[config.mk]
export PLATFORM = sky130hd
export DESIGN_NAME = hhclk_top
export DESIGN_NICKNAME = d
export VERILOG_FILES = /design/src/rtl/hhclk_pkg.sv /design/src/rtl/hhclk_top.sv /design/src/rtl/hhclk_timebase.sv /design/src/rtl/hhclk_unit.sv
export SDC_FILE = /design/constraint.sdc
export NUM_CORES = 1
export LEC_CHECK = 0
export BUFFER_PORTS_ARGS = -buffer_cell sky130_fd_sc_hd__buf_2
export CELL_PAD_IN_SITES_DETAIL_PLACEMENT = 1
export CELL_PAD_IN_SITES_GLOBAL_PLACEMENT = 2
export CORE_ASPECT_RATIO = 0.7
export CORE_MARGIN = 8
export CORE_UTILIZATION = 36
export CTS_CLUSTER_SIZE = 12
export DETAILED_ROUTE_END_ITERATION = 8
export HOLD_SLACK_MARGIN = 0.15
export PLACE_DENSITY_LB_ADDON = 0.1
export SKIP_LAST_GASP = 1
export SYNTH_ARGS = -nofsm -noshare
export SYNTH_HDL_FRONTEND = slang
export SYNTH_SLANG_ARGS = --single-unit
[constraint.sdc]
create_clock -name CORE_CLK -period 2.1 [get_ports CORE_CLK]
set_clock_uncertainty 0.2 [all_clocks]
set_input_delay 0.21 -clock CORE_CLK [delete_from_list [all_inputs] [get_ports CORE_CLK]]
set_output_delay 0.21 -clock CORE_CLK [all_outputs]
set_load 0.005 [all_outputs]
[src/rtl/hhclk_pkg.sv]
// constants shared by the time-of-day clock with alarm
package hhclk_pkg;
   localparam int unsigned CLK_HZ        = 25_000_000;
   localparam int unsigned TICK_MS       = 10;
   localparam int unsigned TICK_CYCLES   = (CLK_HZ / 1000) * TICK_MS;
   localparam int unsigned HALF_SEC_MS   = 500;
   localparam int unsigned TICKS_PER_HALF = HALF_SEC_MS / TICK_MS;
   localparam logic [7:0]  SEC_MAX       = 8'h3B;
   localparam logic [7:0]  MIN_MAX       = 8'h3B;
   localparam logic [7:0]  HOUR_MAX      = 8'h17;
   localparam logic [7:0]  COUNT_RESET   = 8'h00;
endpackage

[src/rtl/hhclk_top.sv]
// time-of-day clock with alarm, top level
//
// Functional notes
// - hours 0..23, minutes 0..59
// - time setup keys bump current time
// - alarm setup keys bump alarm time
// - all counters wrap to zero past max
// - tick period configurable, default 10 ms
// - chained seconds, minutes, hours counters
// - wrap emits carry to next stage
// - two setup pulses for current time
// - dedicated alarm counters, key driven only
// - alarm when hours and minutes equal, once armed after reset
// - seconds driven by 1 Hz square wave
// - stage changes only on rising input
// - hour clears at 23, clear is carry
// - max flag captured on falling edge
// - no increment while clearing
// - increment is chain OR setup
// - byte-wide count outputs
// - alarm counters use simpler clear feedback
`timescale 1ns/100ps
module hhclk_top #(
   parameter int unsigned TICK_CYCLES = hhclk_pkg::TICK_CYCLES
) (
   input  wire logic       CORE_CLK,
   input  wire logic       RST_B,
   input  wire logic       KEY_TIME_SET,
   input  wire logic       KEY_ALARM_SET,
   input  wire logic       KEY_HOUR,
   input  wire logic       KEY_MINUTE,
   output logic [7:0]      SECONDS,
   output logic [7:0]      MINUTES,
   output logic [7:0]      HOURS,
   output logic [7:0]      ALARM_MINUTES,
   output logic [7:0]      ALARM_HOURS,
   output logic            ALARM
);
   logic       wave;
   logic       hour_d_reg;
   logic       min_d_reg;
   logic       hour_pulse_reg;
   logic       min_pulse_reg;
   logic       set_tmin;
   logic       set_thour;
   logic       set_amin;
   logic       set_ahour;
   logic       sec_carry;
   logic       min_carry;
   logic [7:0] sec_cnt;
   logic [7:0] min_cnt;
   logic [7:0] hour_cnt;
   logic [7:0] amin_cnt;
   logic [7:0] ahour_cnt;

   hhclk_timebase #(
      .TICK_CYCLES (TICK_CYCLES),
      .HALF_TICKS  (hhclk_pkg::TICKS_PER_HALF)
   ) u_tb (
      .clk      (CORE_CLK),
      .rst_b    (RST_B),
      .wave_reg (wave)
   );

   always_ff @(posedge CORE_CLK or negedge RST_B) begin
      if (!RST_B) begin
         hour_d_reg     <= 1'b0;
         min_d_reg      <= 1'b0;
         hour_pulse_reg <= 1'b0;
         min_pulse_reg  <= 1'b0;
      end else begin
         hour_d_reg     <= KEY_HOUR;
         min_d_reg      <= KEY_MINUTE;
         hour_pulse_reg <= KEY_HOUR & ~hour_d_reg;
         min_pulse_reg  <= KEY_MINUTE & ~min_d_reg;
      end
   end

   assign set_tmin  = KEY_TIME_SET & min_pulse_reg;
   assign set_thour = KEY_TIME_SET & hour_pulse_reg;
   // alarm setup pulses; time setup takes priority if both held
   assign set_amin  = KEY_ALARM_SET & ~KEY_TIME_SET & min_pulse_reg;
   assign set_ahour = KEY_ALARM_SET & ~KEY_TIME_SET & hour_pulse_reg;

   hhclk_unit #(.MAXV(hhclk_pkg::SEC_MAX), .STRICT(1'b1)) u_sec (
      .clk       (CORE_CLK),
      .rst_b     (RST_B),
      .chain_in  (wave),
      .setup_in  (1'b0),
      .count_reg (sec_cnt),
      .carry_reg (sec_carry)
   );
   hhclk_unit #(.MAXV(hhclk_pkg::MIN_MAX), .STRICT(1'b1)) u_min (
      .clk       (CORE_CLK),
      .rst_b     (RST_B),
      .chain_in  (sec_carry),
      .setup_in  (set_tmin),
      .count_reg (min_cnt),
      .carry_reg (min_carry)
   );
   hhclk_unit #(.MAXV(hhclk_pkg::HOUR_MAX), .STRICT(1'b1)) u_hour (
      .clk       (CORE_CLK),
      .rst_b     (RST_B),
      .chain_in  (min_carry),
      .setup_in  (set_thour),
      .count_reg (hour_cnt),
      .carry_reg ()
   );
   hhclk_unit #(.MAXV(hhclk_pkg::MIN_MAX), .STRICT(1'b0)) u_amin (
      .clk       (CORE_CLK),
      .rst_b     (RST_B),
      .chain_in  (1'b0),
      .setup_in  (set_amin),
      .count_reg (amin_cnt),
      .carry_reg ()
   );
   hhclk_unit #(.MAXV(hhclk_pkg::HOUR_MAX), .STRICT(1'b0)) u_ahour (
      .clk       (CORE_CLK),
      .rst_b     (RST_B),
      .chain_in  (1'b0),
      .setup_in  (set_ahour),
      .count_reg (ahour_cnt),
      .carry_reg ()
   );

   always_ff @(posedge CORE_CLK or negedge RST_B) begin
      if (!RST_B) begin
         SECONDS       <= hhclk_pkg::COUNT_RESET;
         MINUTES       <= hhclk_pkg::COUNT_RESET;
         HOURS         <= hhclk_pkg::COUNT_RESET;
         ALARM_MINUTES <= hhclk_pkg::COUNT_RESET;
         ALARM_HOURS   <= hhclk_pkg::COUNT_RESET;
      end else begin
         SECONDS       <= sec_cnt;
         MINUTES       <= min_cnt;
         HOURS         <= hour_cnt;
         ALARM_MINUTES <= amin_cnt;
         ALARM_HOURS   <= ahour_cnt;
      end
   end

   // alarm level while time matches; after reset 00:00 matches
   // so it is masked until the seconds first wrap or the alarm was set
   logic armed_reg;
   always_ff @(posedge CORE_CLK or negedge RST_B) begin
      if (!RST_B) begin
         armed_reg <= 1'b0;
      end else if (set_amin || set_ahour || sec_carry) begin
         armed_reg <= 1'b1;
      end
   end

   always_ff @(posedge CORE_CLK or negedge RST_B) begin
      if (!RST_B) begin
         ALARM <= 1'b0;
      end else begin
         ALARM <= armed_reg && (hour_cnt == ahour_cnt) && (min_cnt == amin_cnt);
      end
   end

   a_alarm_match: assert property (@(posedge CORE_CLK) disable iff (!RST_B)
      (armed_reg && hour_cnt == ahour_cnt && min_cnt == amin_cnt) |=> ALARM)
      else $error("alarm missed on match");
   a_alarm_nomatch: assert property (@(posedge CORE_CLK) disable iff (!RST_B)
      (hour_cnt != ahour_cnt || min_cnt != amin_cnt) |=> !ALARM)
      else $error("alarm without match");
   a_alarm_isolate: assert property (@(posedge CORE_CLK) disable iff (!RST_B)
      (!set_amin && !set_ahour) |=> $stable(amin_cnt) && $stable(ahour_cnt))
      else $error("alarm time changed without keys");
   a_key_pulse: assert property (@(posedge CORE_CLK) disable iff (!RST_B)
      min_pulse_reg |=> !min_pulse_reg)
      else $error("key pulse longer than one cycle");
   a_min_setup: assert property (@(posedge CORE_CLK) disable iff (!RST_B)
      (set_tmin && !sec_carry && min_cnt < hhclk_pkg::MIN_MAX) ##1 !$past(min_carry)
      |-> ##1 min_cnt == $past(min_cnt, 2) + 8'h01)
      else $error("minute setup did not add one");
   a_hour_carry: assert property (@(posedge CORE_CLK) disable iff (!RST_B)
      $rose(min_carry) && !set_thour && hour_cnt < hhclk_pkg::HOUR_MAX
      |=> hour_cnt == $past(hour_cnt) + 8'h01)
      else $error("carry did not advance hours");

   a_sec_range: assert property (@(posedge CORE_CLK) disable iff (!RST_B)
      SECONDS <= hhclk_pkg::SEC_MAX)
      else $error("seconds out of range");
   a_min_range: assert property (@(posedge CORE_CLK) disable iff (!RST_B)
      MINUTES <= hhclk_pkg::MIN_MAX)
      else $error("minutes out of range");
   a_hour_range: assert property (@(posedge CORE_CLK) disable iff (!RST_B)
      HOURS <= hhclk_pkg::HOUR_MAX)
      else $error("hours out of range");
   a_amin_range: assert property (@(posedge CORE_CLK) disable iff (!RST_B)
      ALARM_MINUTES <= hhclk_pkg::MIN_MAX)
      else $error("alarm minutes out of range");
   a_ahour_range: assert property (@(posedge CORE_CLK) disable iff (!RST_B)
      ALARM_HOURS <= hhclk_pkg::HOUR_MAX)
      else $error("alarm hours out of range");

   a_sec_out: assert property (@(posedge CORE_CLK) disable iff (!RST_B)
      1'b1 |=> SECONDS == $past(sec_cnt))
      else $error("seconds output does not follow stage");
   a_min_out: assert property (@(posedge CORE_CLK) disable iff (!RST_B)
      1'b1 |=> MINUTES == $past(min_cnt))
      else $error("minutes output does not follow stage");
   a_hour_out: assert property (@(posedge CORE_CLK) disable iff (!RST_B)
      1'b1 |=> HOURS == $past(hour_cnt))
      else $error("hours output does not follow stage");
   a_amin_out: assert property (@(posedge CORE_CLK) disable iff (!RST_B)
      1'b1 |=> ALARM_MINUTES == $past(amin_cnt))
      else $error("alarm minutes output does not follow stage");
   a_ahour_out: assert property (@(posedge CORE_CLK) disable iff (!RST_B)
      1'b1 |=> ALARM_HOURS == $past(ahour_cnt))
      else $error("alarm hours output does not follow stage");

   a_amin_step: assert property (@(posedge CORE_CLK) disable iff (!RST_B)
      (set_amin && amin_cnt < hhclk_pkg::MIN_MAX) |=> amin_cnt == $past(amin_cnt) + 8'h01)
      else $error("alarm minute setup did not add one");
   a_ahour_step: assert property (@(posedge CORE_CLK) disable iff (!RST_B)
      (set_ahour && ahour_cnt < hhclk_pkg::HOUR_MAX) |=> ahour_cnt == $past(ahour_cnt) + 8'h01)
      else $error("alarm hour setup did not add one");
   a_amin_wrap: assert property (@(posedge CORE_CLK) disable iff (!RST_B)
      (set_amin && amin_cnt == hhclk_pkg::MIN_MAX) |=> amin_cnt == hhclk_pkg::COUNT_RESET)
      else $error("alarm minutes did not wrap");
   a_ahour_wrap: assert property (@(posedge CORE_CLK) disable iff (!RST_B)
      (set_ahour && ahour_cnt == hhclk_pkg::HOUR_MAX) |=> ahour_cnt == hhclk_pkg::COUNT_RESET)
      else $error("alarm hours did not wrap");

   a_hour_pulse: assert property (@(posedge CORE_CLK) disable iff (!RST_B)
      hour_pulse_reg |=> !hour_pulse_reg)
      else $error("hour key pulse longer than one cycle");
   a_sec_carry: assert property (@(posedge CORE_CLK) disable iff (!RST_B)
      $rose(sec_carry) |-> sec_cnt == hhclk_pkg::COUNT_RESET)
      else $error("seconds carry without wrap");
   a_min_carry: assert property (@(posedge CORE_CLK) disable iff (!RST_B)
      $rose(min_carry) |-> min_cnt == hhclk_pkg::COUNT_RESET)
      else $error("minutes carry without wrap");
   a_hour_wrap: assert property (@(posedge CORE_CLK) disable iff (!RST_B)
      ($rose(min_carry) && !set_thour && !$past(set_thour) && hour_cnt == hhclk_pkg::HOUR_MAX)
      |=> hour_cnt == hhclk_pkg::COUNT_RESET)
      else $error("hours did not clear at max");
   a_alarm_mask: assert property (@(posedge CORE_CLK) disable iff (!RST_B)
      !armed_reg |=> !ALARM)
      else $error("alarm raised while masked");

   a_sec_hold: assert property (@(posedge CORE_CLK) disable iff (!RST_B)
      $stable(wave) |=> $stable(sec_cnt))
      else $error("seconds changed without wave edge");
   a_min_hold: assert property (@(posedge CORE_CLK) disable iff (!RST_B)
      ($stable(sec_carry) && !set_tmin && !$past(set_tmin)) |=> $stable(min_cnt))
      else $error("minutes changed without input edge");
   a_hour_hold: assert property (@(posedge CORE_CLK) disable iff (!RST_B)
      ($stable(min_carry) && !set_thour && !$past(set_thour)) |=> $stable(hour_cnt))
      else $error("hours changed without input edge");
   a_thour_step: assert property (@(posedge CORE_CLK) disable iff (!RST_B)
      (set_thour && !min_carry && !$past(min_carry) && !$past(set_thour) && hour_cnt < hhclk_pkg::HOUR_MAX)
      |=> hour_cnt == $past(hour_cnt) + 8'h01)
      else $error("hour setup did not add one");
   a_sec_step: assert property (@(posedge CORE_CLK) disable iff (!RST_B)
      ($rose(wave) && sec_cnt < hhclk_pkg::SEC_MAX) |=> sec_cnt == $past(sec_cnt) + 8'h01)
      else $error("wave rise did not add a second");

   c_alarm_fires: cover property (@(posedge CORE_CLK) disable iff (!RST_B) $rose(ALARM));
   c_hour_wrap: cover property (@(posedge CORE_CLK) disable iff (!RST_B)
      hour_cnt == hhclk_pkg::HOUR_MAX ##1 hour_cnt == hhclk_pkg::COUNT_RESET);
   c_alarm_set: cover property (@(posedge CORE_CLK) disable iff (!RST_B) set_ahour);
   c_time_setup: cover property (@(posedge CORE_CLK) disable iff (!RST_B) set_tmin);
   c_min_carry: cover property (@(posedge CORE_CLK) disable iff (!RST_B) $rose(min_carry));
endmodule

[src/rtl/hhclk_timebase.sv]
// periodic tick and one-hertz square wave
`timescale 1ns/100ps
module hhclk_timebase #(
   parameter int unsigned TICK_CYCLES = hhclk_pkg::TICK_CYCLES,
   parameter int unsigned HALF_TICKS  = hhclk_pkg::TICKS_PER_HALF
) (
   input  wire logic clk,
   input  wire logic rst_b,
   output logic      wave_reg
);
   logic [31:0] div_reg;
   logic [31:0] half_reg;
   logic        tick;

   assign tick = (div_reg == 32'(TICK_CYCLES - 1));

   always_ff @(posedge clk or negedge rst_b) begin
      if (!rst_b) begin
         div_reg <= 32'h0000_0000;
      end else if (tick) begin
         div_reg <= 32'h0000_0000;
      end else begin
         div_reg <= div_reg + 32'h0000_0001;
      end
   end

   always_ff @(posedge clk or negedge rst_b) begin
      if (!rst_b) begin
         half_reg <= 32'h0000_0000;
         wave_reg <= 1'b0;
      end else if (tick) begin
         if (half_reg == 32'(HALF_TICKS - 1)) begin
            half_reg <= 32'h0000_0000;
            wave_reg <= ~wave_reg;
         end else begin
            half_reg <= half_reg + 32'h0000_0001;
         end
      end
   end
endmodule

[src/rtl/hhclk_unit.sv]
// one modulo-n unit counter stage
`timescale 1ns/100ps
module hhclk_unit #(
   parameter logic [7:0] MAXV   = hhclk_pkg::SEC_MAX,
   parameter bit          STRICT = 1'b1
) (
   input  wire logic       clk,
   input  wire logic       rst_b,
   input  wire logic       chain_in,
   input  wire logic       setup_in,
   output logic [7:0]      count_reg,
   output logic            carry_reg
);
   logic inc_clk;
   logic inc_clk_d;
   logic at_max_reg;
   logic rise;
   logic fall;

   assign inc_clk = chain_in | setup_in;
   assign rise    = inc_clk & ~inc_clk_d;
   assign fall    = ~inc_clk & inc_clk_d;

   always_ff @(posedge clk or negedge rst_b) begin
      if (!rst_b) begin
         inc_clk_d <= 1'b0;
      end else begin
         inc_clk_d <= inc_clk;
      end
   end

   // max captured on falling edge; strict stages only
   always_ff @(posedge clk or negedge rst_b) begin
      if (!rst_b) begin
         at_max_reg <= 1'b0;
      end else if (!STRICT || fall) begin
         at_max_reg <= (count_reg == MAXV);
      end
   end

   always_ff @(posedge clk or negedge rst_b) begin
      if (!rst_b) begin
         count_reg <= hhclk_pkg::COUNT_RESET;
      end else if (rise) begin
         if ((STRICT ? at_max_reg : 1'b0) || count_reg == MAXV) begin
            count_reg <= hhclk_pkg::COUNT_RESET;
         end else begin
            count_reg <= count_reg + 8'h01;
         end
      end
   end

   // clear doubles as carry level, held for one input high phase
   always_ff @(posedge clk or negedge rst_b) begin
      if (!rst_b) begin
         carry_reg <= 1'b0;
      end else if (rise) begin
         carry_reg <= (count_reg == MAXV);
      end else if (fall) begin
         carry_reg <= 1'b0;
      end
   end

   a_wrap_zero: assert property (@(posedge clk) disable iff (!rst_b)
      (rise && count_reg == MAXV) |=> count_reg == hhclk_pkg::COUNT_RESET)
      else $error("stage did not wrap");
   a_hold_count: assert property (@(posedge clk) disable iff (!rst_b)
      !rise |=> $stable(count_reg))
      else $error("count changed without rising input");
   a_step_one: assert property (@(posedge clk) disable iff (!rst_b)
      (rise && count_reg < MAXV) |=> count_reg == $past(count_reg) + 8'h01)
      else $error("increment not by one");
   a_range_ok: assert property (@(posedge clk) disable iff (!rst_b)
      count_reg <= MAXV)
      else $error("count out of range");
endmodule

==> results of run 1 <==
[Yosys cell counts, types with 4 or more instances]
| master | n | share of area |
|---|---|---|
| clkbuf_1 | 17 | 0.0090 |
| ha_1 | 12 | 0.021 |
| nor4_1 | 19 | 0.017 |
| nand2_1 | 57 | 0.030 |
| xor2_1 | 35 | 0.043 |
| and3_1 | 20 | 0.018 |
| o31ai_1 | 18 | 0.019 |
| xnor2_1 | 43 | 0.053 |
| nor2_1 | 35 | 0.019 |
| nor3_1 | 13 | 0.0092 |
| nand4b_1 | 4 | 0.0049 |
| nand4_1 | 26 | 0.023 |
| a21oi_1 | 8 | 0.0057 |
| inv_1 | 22 | 0.012 |
| o21ai_0 | 45 | 0.032 |
| o41ai_1 | 5 | 0.0062 |
| nand2b_1 | 4 | 0.0035 |
| and2_1 | 4 | 0.0035 |
| dfrtp_1 | 161 | 0.57 |
| nand3_1 | 42 | 0.030 |
| and4_1 | 8 | 0.0099 |
| nor2b_1 | 7 | 0.0062 |
| nand3b_1 | 4 | 0.0042 |
[routing by layer]
metal / GRT usage / share of wire / up-vias / wire length [µm]
met5: 0 / 0 / - / 0
met4: 0.0423 / 0.0081 / 0 / 162
met3: 0.0370 / 0.031 / 10 / 626
met2: 0.258 / 0.46 / 72 / 9130
met1: 0.243 / 0.50 / 2904 / 10000
li1: - / - / 2658 / -
[cells in the final DEF, fill, tap and decap left out, types with 4 or more instances in the layout]
cell / count
ha_1: 10
and3_1: 20
nand4_1: 26
buf_2: 45
o41ai_1: 4
buf_6: 10
dlygate4sd3_1: 6
nand3_2: 5
nand3b_1: 4
inv_1: 21
o21ai_1: 7
clkinvlp_4: 4
dfrtp_1: 161
clkbuf_16: 17
nand3_1: 37
nor4_4: 10
nor2_1: 33
nor3_2: 6
nor3_1: 6
a21oi_1: 8
buf_12: 4
nand2_1: 57
xnor2_1: 43
and2_1: 4
o31ai_1: 17
nand4b_1: 4
o21ai_0: 35
nor4_1: 10
nor2b_1: 7
and4_1: 8
buf_4: 100
xor2_1: 35
[stage by stage]
stage	utilization	hold WS [ps]	setup WS, ps	setup TNS, ps
global placement	0.433	-81.4	-224	-2720
CTS	0.482	198	-273	-5570
detailed placement	0.433	-70.0	-293	-4070
global route	0.484	203	-401	-8900
finish	0.484	197	-293	-5890
floorplan	-	-286	-124	-966
[where the power goes]
| group | switching, mW | internal, mW | total (mW) |
|---|---|---|---|
| Sequential | 0.216 | 3.31 | 3.53 |
| Combinational | 0.404 | 0.341 | 0.745 |
| Clock | 1.34 | 1.65 | 2.99 |
| Total | 1.96 | 5.31 | 7.27 |
[path summary, 6_finish.rpt]
path,start,to,slack (ps),cells past startpoint
min reg2reg,hour_d_reg,hour_pulse_reg,200,1
max,u_tb.div_reg[24],u_tb.half_reg[14],-290,6
min,hour_d_reg,hour_pulse_reg,200,1
max reg2reg,u_tb.div_reg[24],u_tb.half_reg[14],-290,6
max in group asynchronous,RST_B,u_tb.half_reg[12],650,4
min in group asynchronous,RST_B,SECONDS[0],700,4
[kinds of logic (layout without fill, tap and decap cells)]
logic type	Yosys count	in the layout
and+or+nand+nor	267	268
DFF	161	161
AOI/OAI and AO/OA	90	90
xor gates and xnor gates	78	78
buffers and inverters	42	219
adders and majority gates	12	12
muxes	3	3
[cell type report]
| class | count | share of cell area |
|---|---|---|
| well taps | 270 | 0.0357 |
| multi-input cells | 451 | 0.338 |
| clock inverters | 12 | 0.0134 |
| inverters | 22 | 0.00874 |
| flip-flops and latches | 161 | 0.426 |
| clock buffers | 19 | 0.0458 |
| repair buffers | 166 | 0.132 |
[what timing repair did]
item / in CTS / in global routing
pin swaps: 17 / 8
hold buffers: 7 / 0
buffers inserted: 10 / 2
cloned: 2 / 0
endpoints found under the setup margin: 34 / 49
hold endpoints to repair: 173 / 0
gates resized for setup: 45 / 13
==> results.txt, run 1 <==
----------------------------------------------------
[Drt]
  Number of DRC markers in iteration 0 ... 297
  Via count of the routed design ... 5,644
  DRC violations left ... 0
  Total wirelength of the detailed-routed design ... 20,000 µm
  First-pass iteration count of the detailed router ... 4
  WL/cell ... 18.1 µm
  Number of vias per cell ... 5.13
  Post-DRT Antenna Nets ... 0

[Synth]
  Register area share after synthesis ... 0.569
  Area fraction in and, or, nand and nor cells after synthesis ... 0.207
  Fraction of synthesized area in multiplexers ... 0.00442
  Count of cell types in the netlist ... 48
  Synth Area in Adders ... 0.0212
  Commonest register cell after synthesis ... dfrtp_1
  FF+latch count, synth ... 161
  Number of enable flip-flop cells after synthesis ... 0
  Synthesized net count ... 671
  Warnings, synthesis ... 0
  Xor-xnor portion of the synthesized cell area ... 0.0965
  Proportion of synthesized flip-flops having asynchronous set or reset ... 1.00
  Synth Area in Compound Gates ... 0.0776
  Post-Syn Area ... 7080 µm²
  Largest family of logic cells by synthesized area ... simple AND/OR/NAND/NOR gates
  Synthesized area per cell ... 10.8 µm²
  Cells after synthesis ... 653

[Power]
  Power per standard cell area ... 769 nW/µm²
  Worst vdd ir ... 0.000547 V
  Total design power ... 7.27 mW
  Leakage ... 4.55 nW

[Clocking]
  Cts bufs inserted ... 17
  Clock Sink Count ... 161
  Max H-tree Level ... 4
  Clock transition at the registers of the reported paths ... 70 ps
  TritonCTS clock tree ... built
  Clk_lat worst skew ... 430 ps
  CTS root buffer ... clkbuf_16
  Longest Clk Path Bufs ... 2

[STA]
  Number of setup violations in the final report ... 32
  Time the worst path needs with I/O delays and setup ... 2390 ps
  Period Utilization, post-route ... 1.14
  RSZ-0062 raised after global routing ... yes
  Final setup slack of the worst path ... -293 ps
  Hold violation total from the final report ... 0
  Slew Limit Fails ... 0
  Fmax ... 418 MHz
  Worst Tran Pin Value ... 498 ps
  Headroom to the max-slew limit ... 0.665

[Floorplanning]
  Die ar. ... 24,500 µm²
  Initial Util ... 0.363
  Overall die height ... 133 µm
  Number of ports placed on the die boundary ... 47
  Std cell rows ... 43
  Width of the die ... 184 µm
  Core region area ... 19,500 µm²

[Place]
  Post-DP Area ... 8460 µm²
  PortBufs ... 46
  Routability cong. ... 0.826
  DP Wirelength ... 13,900 µm
  Number of cells in the design after placement ... 1,052

[Setup path]
  Maximum fanout along the worst path ... 4
  Required time at the worst-slack endpoint ... 2240 ps
  Crit-path leading delay family ... simple AND/OR/NAND/NOR gates
  Buf/Inv on CP ... 1
  Worst path cell trace ... nor4_4 > nand3_2 > or4_4 > buf_4 > nor4_4 > xor2_1
  Kind of start point of the critical path ... flop
  Type of destination of the critical path ... flop
  Critical Path AT ... 2540 ps
  Critical path start-end classification ... flop to flop
  Peak per-stage delay on the critical path ... 570 ps
  CP max stage cell ... or4_4
  Most frequent cell on the critical path ... nor4_4

[Cells and area]
  Sequential cell area ... 4030 µm²
  Fraction of final layout cells sized beyond drive strength 1 ... 0.288
  Total area of multi-input combinational cells ... 3200 µm²
  Summed area of non-filler cells in the final layout ... 9450 µm²
  Filler cell count in the final layout ... 2,137
  Nets ... 837
  Area grow syn2layout ... 33.4%
  Diodes inserted ... 0
  Final Instance Count excl. Fillers ... 1,101

[Global routing]
  Number of antenna violations at the first check in global routing ... 0
  First-pass GRT wire length ... 33,200 µm
  Pin count of the biggest net entering global routing ... 58
  GR Overflow Total ... 0
  Number of global-route vias before repair ... 6,071
  Overall track demand over capacity in global routing ... 0.170

[Status]
  Failing checks ... setup timing
  Run status ... complete, but fails checks

[Worst hold path]
  Type of the tightest min-delay check ... flop to flop

[Job]
  Max-cap violations ... 0

----------------------------------------------------
Note: power is estimated with default switching activity, not from simulation.
==> inputs of run 2 (changes only) <==
--- a/config.mk
+++ b/config.mk
@@ -5,7 +5,7 @@
 export SDC_FILE = /design/constraint.sdc
 export NUM_CORES = 1
 export LEC_CHECK = 0
-export BUFFER_PORTS_ARGS = -buffer_cell sky130_fd_sc_hd__buf_2
+export BUFFER_PORTS_ARGS = -buffer_cell sky130_fd_sc_hd__buf_4
 export CELL_PAD_IN_SITES_DETAIL_PLACEMENT = 1
 export CELL_PAD_IN_SITES_GLOBAL_PLACEMENT = 2
 export CORE_ASPECT_RATIO = 0.7
@@ -15,7 +15,6 @@
 export DETAILED_ROUTE_END_ITERATION = 8
 export HOLD_SLACK_MARGIN = 0.15
 export PLACE_DENSITY_LB_ADDON = 0.1
-export SKIP_LAST_GASP = 1
 export SYNTH_ARGS = -nofsm -noshare
 export SYNTH_HDL_FRONTEND = slang
 export SYNTH_SLANG_ARGS = --single-unit
==> run 2 against run 1 <==
Effect of this change:
- largest power group unchanged
- non-clock buffer count down 3
- the run still ends with setup timing left
- core utilization up 0.77 points
- register-to-register slack about the same
- power increased by 0.85%
- via count is 0.64% lower
==> results.txt, run 2 (synthesis results as in run 1) <==
----------------------------------------------------
[Status]
  Run status ... complete, but fails checks
  Failing checks ... setup timing

[Clocking]
  Clock Sink Count ... 161 (unchanged)
  CTS root buffer ... clkbuf_16
  Cts bufs inserted ... 17 (unchanged)
  Clk_lat worst skew ... 430 ps (about the same)
  Clock transition at the registers of the reported paths ... 70 ps (about the same)
  Max H-tree Level ... 4 (unchanged)
  Longest Clk Path Bufs ... 2 (unchanged)
  TritonCTS clock tree ... built

[Setup path]
  CP Launch Point ... u_tb.div_reg[19]
  R2r startpoint ... u_tb.div_reg[19]
  Kind of start point of the critical path ... flop
  Critical path start-end classification ... flop to flop
  Critical Path AT ... 2550 ps (about the same)
  Maximum fanout along the worst path ... 8 (+4)
  Required time at the worst-slack endpoint ... 2250 ps (about the same)
  Type of destination of the critical path ... flop

[Job]
  Max-cap violations ... 0 (unchanged)

[STA]
  Hold violation total from the final report ... 0 (unchanged)
  Fmax ... 417 MHz (-0.32%)
  Final setup slack of the worst path ... -300 ps (-7.78 ps)
  Headroom to the max-slew limit ... 0.681 (+0.0166)
  Worst Tran Pin Value ... 473 ps (-24.7 ps)
  Time the worst path needs with I/O delays and setup ... 2400 ps (+7.79 ps)
  RSZ-0062 raised after global routing ... yes
  Final Hold Slack ... 190 ps (-7.06 ps)
  Final TNS setup ... -6030 ps (-142 ps)
  Period Utilization, post-route ... 1.14 (+0.00371)
  Slew Limit Fails ... 0 (unchanged)
  Number of setup violations in the final report ... 42 (+31%)

[Floorplanning]
  Std cell rows ... 43 (unchanged)
  Overall die height ... 133 µm (unchanged)
  Number of ports placed on the die boundary ... 47 (unchanged)
  Width of the die ... 184 µm (unchanged)
  Initial Util ... 0.363 (unchanged)
  Core region area ... 19,500 µm² (unchanged)
  Die ar. ... 24,500 µm² (unchanged)

[Place]
  PortBufs ... 46 (unchanged)
  Routability cong. ... 0.817 (-1.1%)
  Worst slack at placement ... -299 ps (-6.81 ps)
  DP Wirelength ... 13,900 µm (about the same)

[Power]
  Leakage ... 4.51 nW (-0.83%)
  Sequential cell fraction of total power ... 0.481 (-0.005)
  Sw Share ... 0.264 (-0.00540)
  Part of the total power dissipated in the clock network ... 0.406 (-0.006)
  Power per standard cell area ... 763 nW/µm² (-0.73%)
  Cell-internal power ... 5.39 mW (+1.6%)
  Worst vdd ir ... 0.000399 V (-27%)
  Power share of the combinational group ... 0.113 (+0.011)
  Total design power ... 7.33 mW (+0.85%)
  P_sw ... 1.94 mW (-1.2%)

[Cells and area]
  Commonest cells after routing, fill and taps aside ... dfrtp_1, buf_4, nand2_1
  Diodes inserted ... 0 (unchanged)
  Nets ... 834 (-0.36%)
  Fraction of final layout cells sized beyond drive strength 1 ... 0.303 (+0.0152)
  Leading cell type in the layout, fill and taps excluded ... dfrtp_1
  Area grow syn2layout ... 35.6%

[Worst hold path]
  Type of the tightest min-delay check ... flop to flop
  Worst hold path startpoint ... min_d_reg

[Drt]
  DRC violations left ... 0 (unchanged)
  Via count of the routed design ... 5,608 (-0.64%)
  Total wirelength of the detailed-routed design ... 19,900 µm (-0.15%)
  Number of DRC markers in iteration 0 ... 249 (-16%)
  Post-DRT Antenna Nets ... 0 (unchanged)
  WL/cell ... 18.1 µm (about the same)
  Number of vias per cell ... 5.10 (-0.46%)
  First-pass iteration count of the detailed router ... 4 (unchanged)

[Global routing]
  Number of antenna violations at the first check in global routing ... 0 (unchanged)
  Overall track demand over capacity in global routing ... 0.172 (+0.00152)
  Pin count of the biggest net entering global routing ... 52 (-10%)
  GR Overflow Total ... 0 (unchanged)
  Number of global-route vias before repair ... 6,200 (+2.1%)
  First-pass GRT wire length ... 33,500 µm (+0.85%)

----------------------------------------------------
## run 2: cell types whose count changed in the layout (fill, tap and decap cells not counted), moves of 3 or more
cell,before,now
dfrtp_1,161,158
xnor2_1,43,40
buf_2,45,0
nand3_4,0,3
nor3_2,6,9
buf_6,10,7
xnor2_2,0,3
dfrtp_2,0,3
o21ai_2,3,6
o21ai_1,7,2
buf_4,100,146
## run 2: area by class of cell
cell class | count | area (µm²)
well taps | 270 | 338
fillers | 2131 | 9930
multi-input cells | 451 | 3280
inverters | 22 | 82.6
clock buffers | 21 | 450
clock inverters | 11 | 106
flip-flops and latches | 161 | 4030
repair buffers | 163 | 1320
## run 2: through the flow
stage / std cells / instance area [µm²] / util
floorplan: 653 / 7170 / -
global placement: 1045 / 8520 / 0.436
detailed placement: 1045 / 8520 / 0.436
CTS: 1093 / 9400 / 0.482
global route: 1099 / 9600 / 0.492
finish: 1099 / 9600 / 0.492
## run 2: critical path, cell delays in order, from the launching register on
cell	delay [ps]
dfrtp_1	410
nor4_4	310
nand2_1	130
or4_4	670
or4b_1	490
o21ai_1	100
## run 2: worst paths after layout
check / end / slack, ps / cells past startpoint
max: u_tb.half_reg[10] / -300 / 5
min: min_pulse_reg / 190 / 1
max reg2reg: u_tb.half_reg[10] / -300 / 5
min reg2reg: min_pulse_reg / 190 / 1
max in group asynchronous: u_tb.half_reg[6] / 400 / 4
min in group asynchronous: u_sec.count_reg[1] / 600 / 3
## run 2: what timing repair did
item                                    in CTS  in global routing
hold buffers                                 6                  0
setup buffers                                9                  8
gates cloned                                 2                  0
resized for setup                           46                 27
endpoints found under the hold margin      173                  0
pin swaps                                   21                 19
endpoints found under the setup margin      35                 42
## run 2: power by group through the flow
stage	Sequential, mW	Clock [mW]	Combinational, mW
final	3.53	2.98	0.826
after CTS	3.53	3.05	0.839
after detailed placement	3.58	0	0.821
after global routing	3.56	3.18	0.925
after global placement	3.57	0	0.803
after floorplan	3.52	0	0.362
## run 2: per-layer routing
metal | GRT usage | vias up | wire, µm
met2 | 0.269 | 49 | 9270
met4 | 0.0586 | 0 | 237
met1 | 0.233 | 2882 | 9900
met5 | 0 | - | 0
li1 | - | 2659 | -
met3 | 0.0359 | 18 | 530
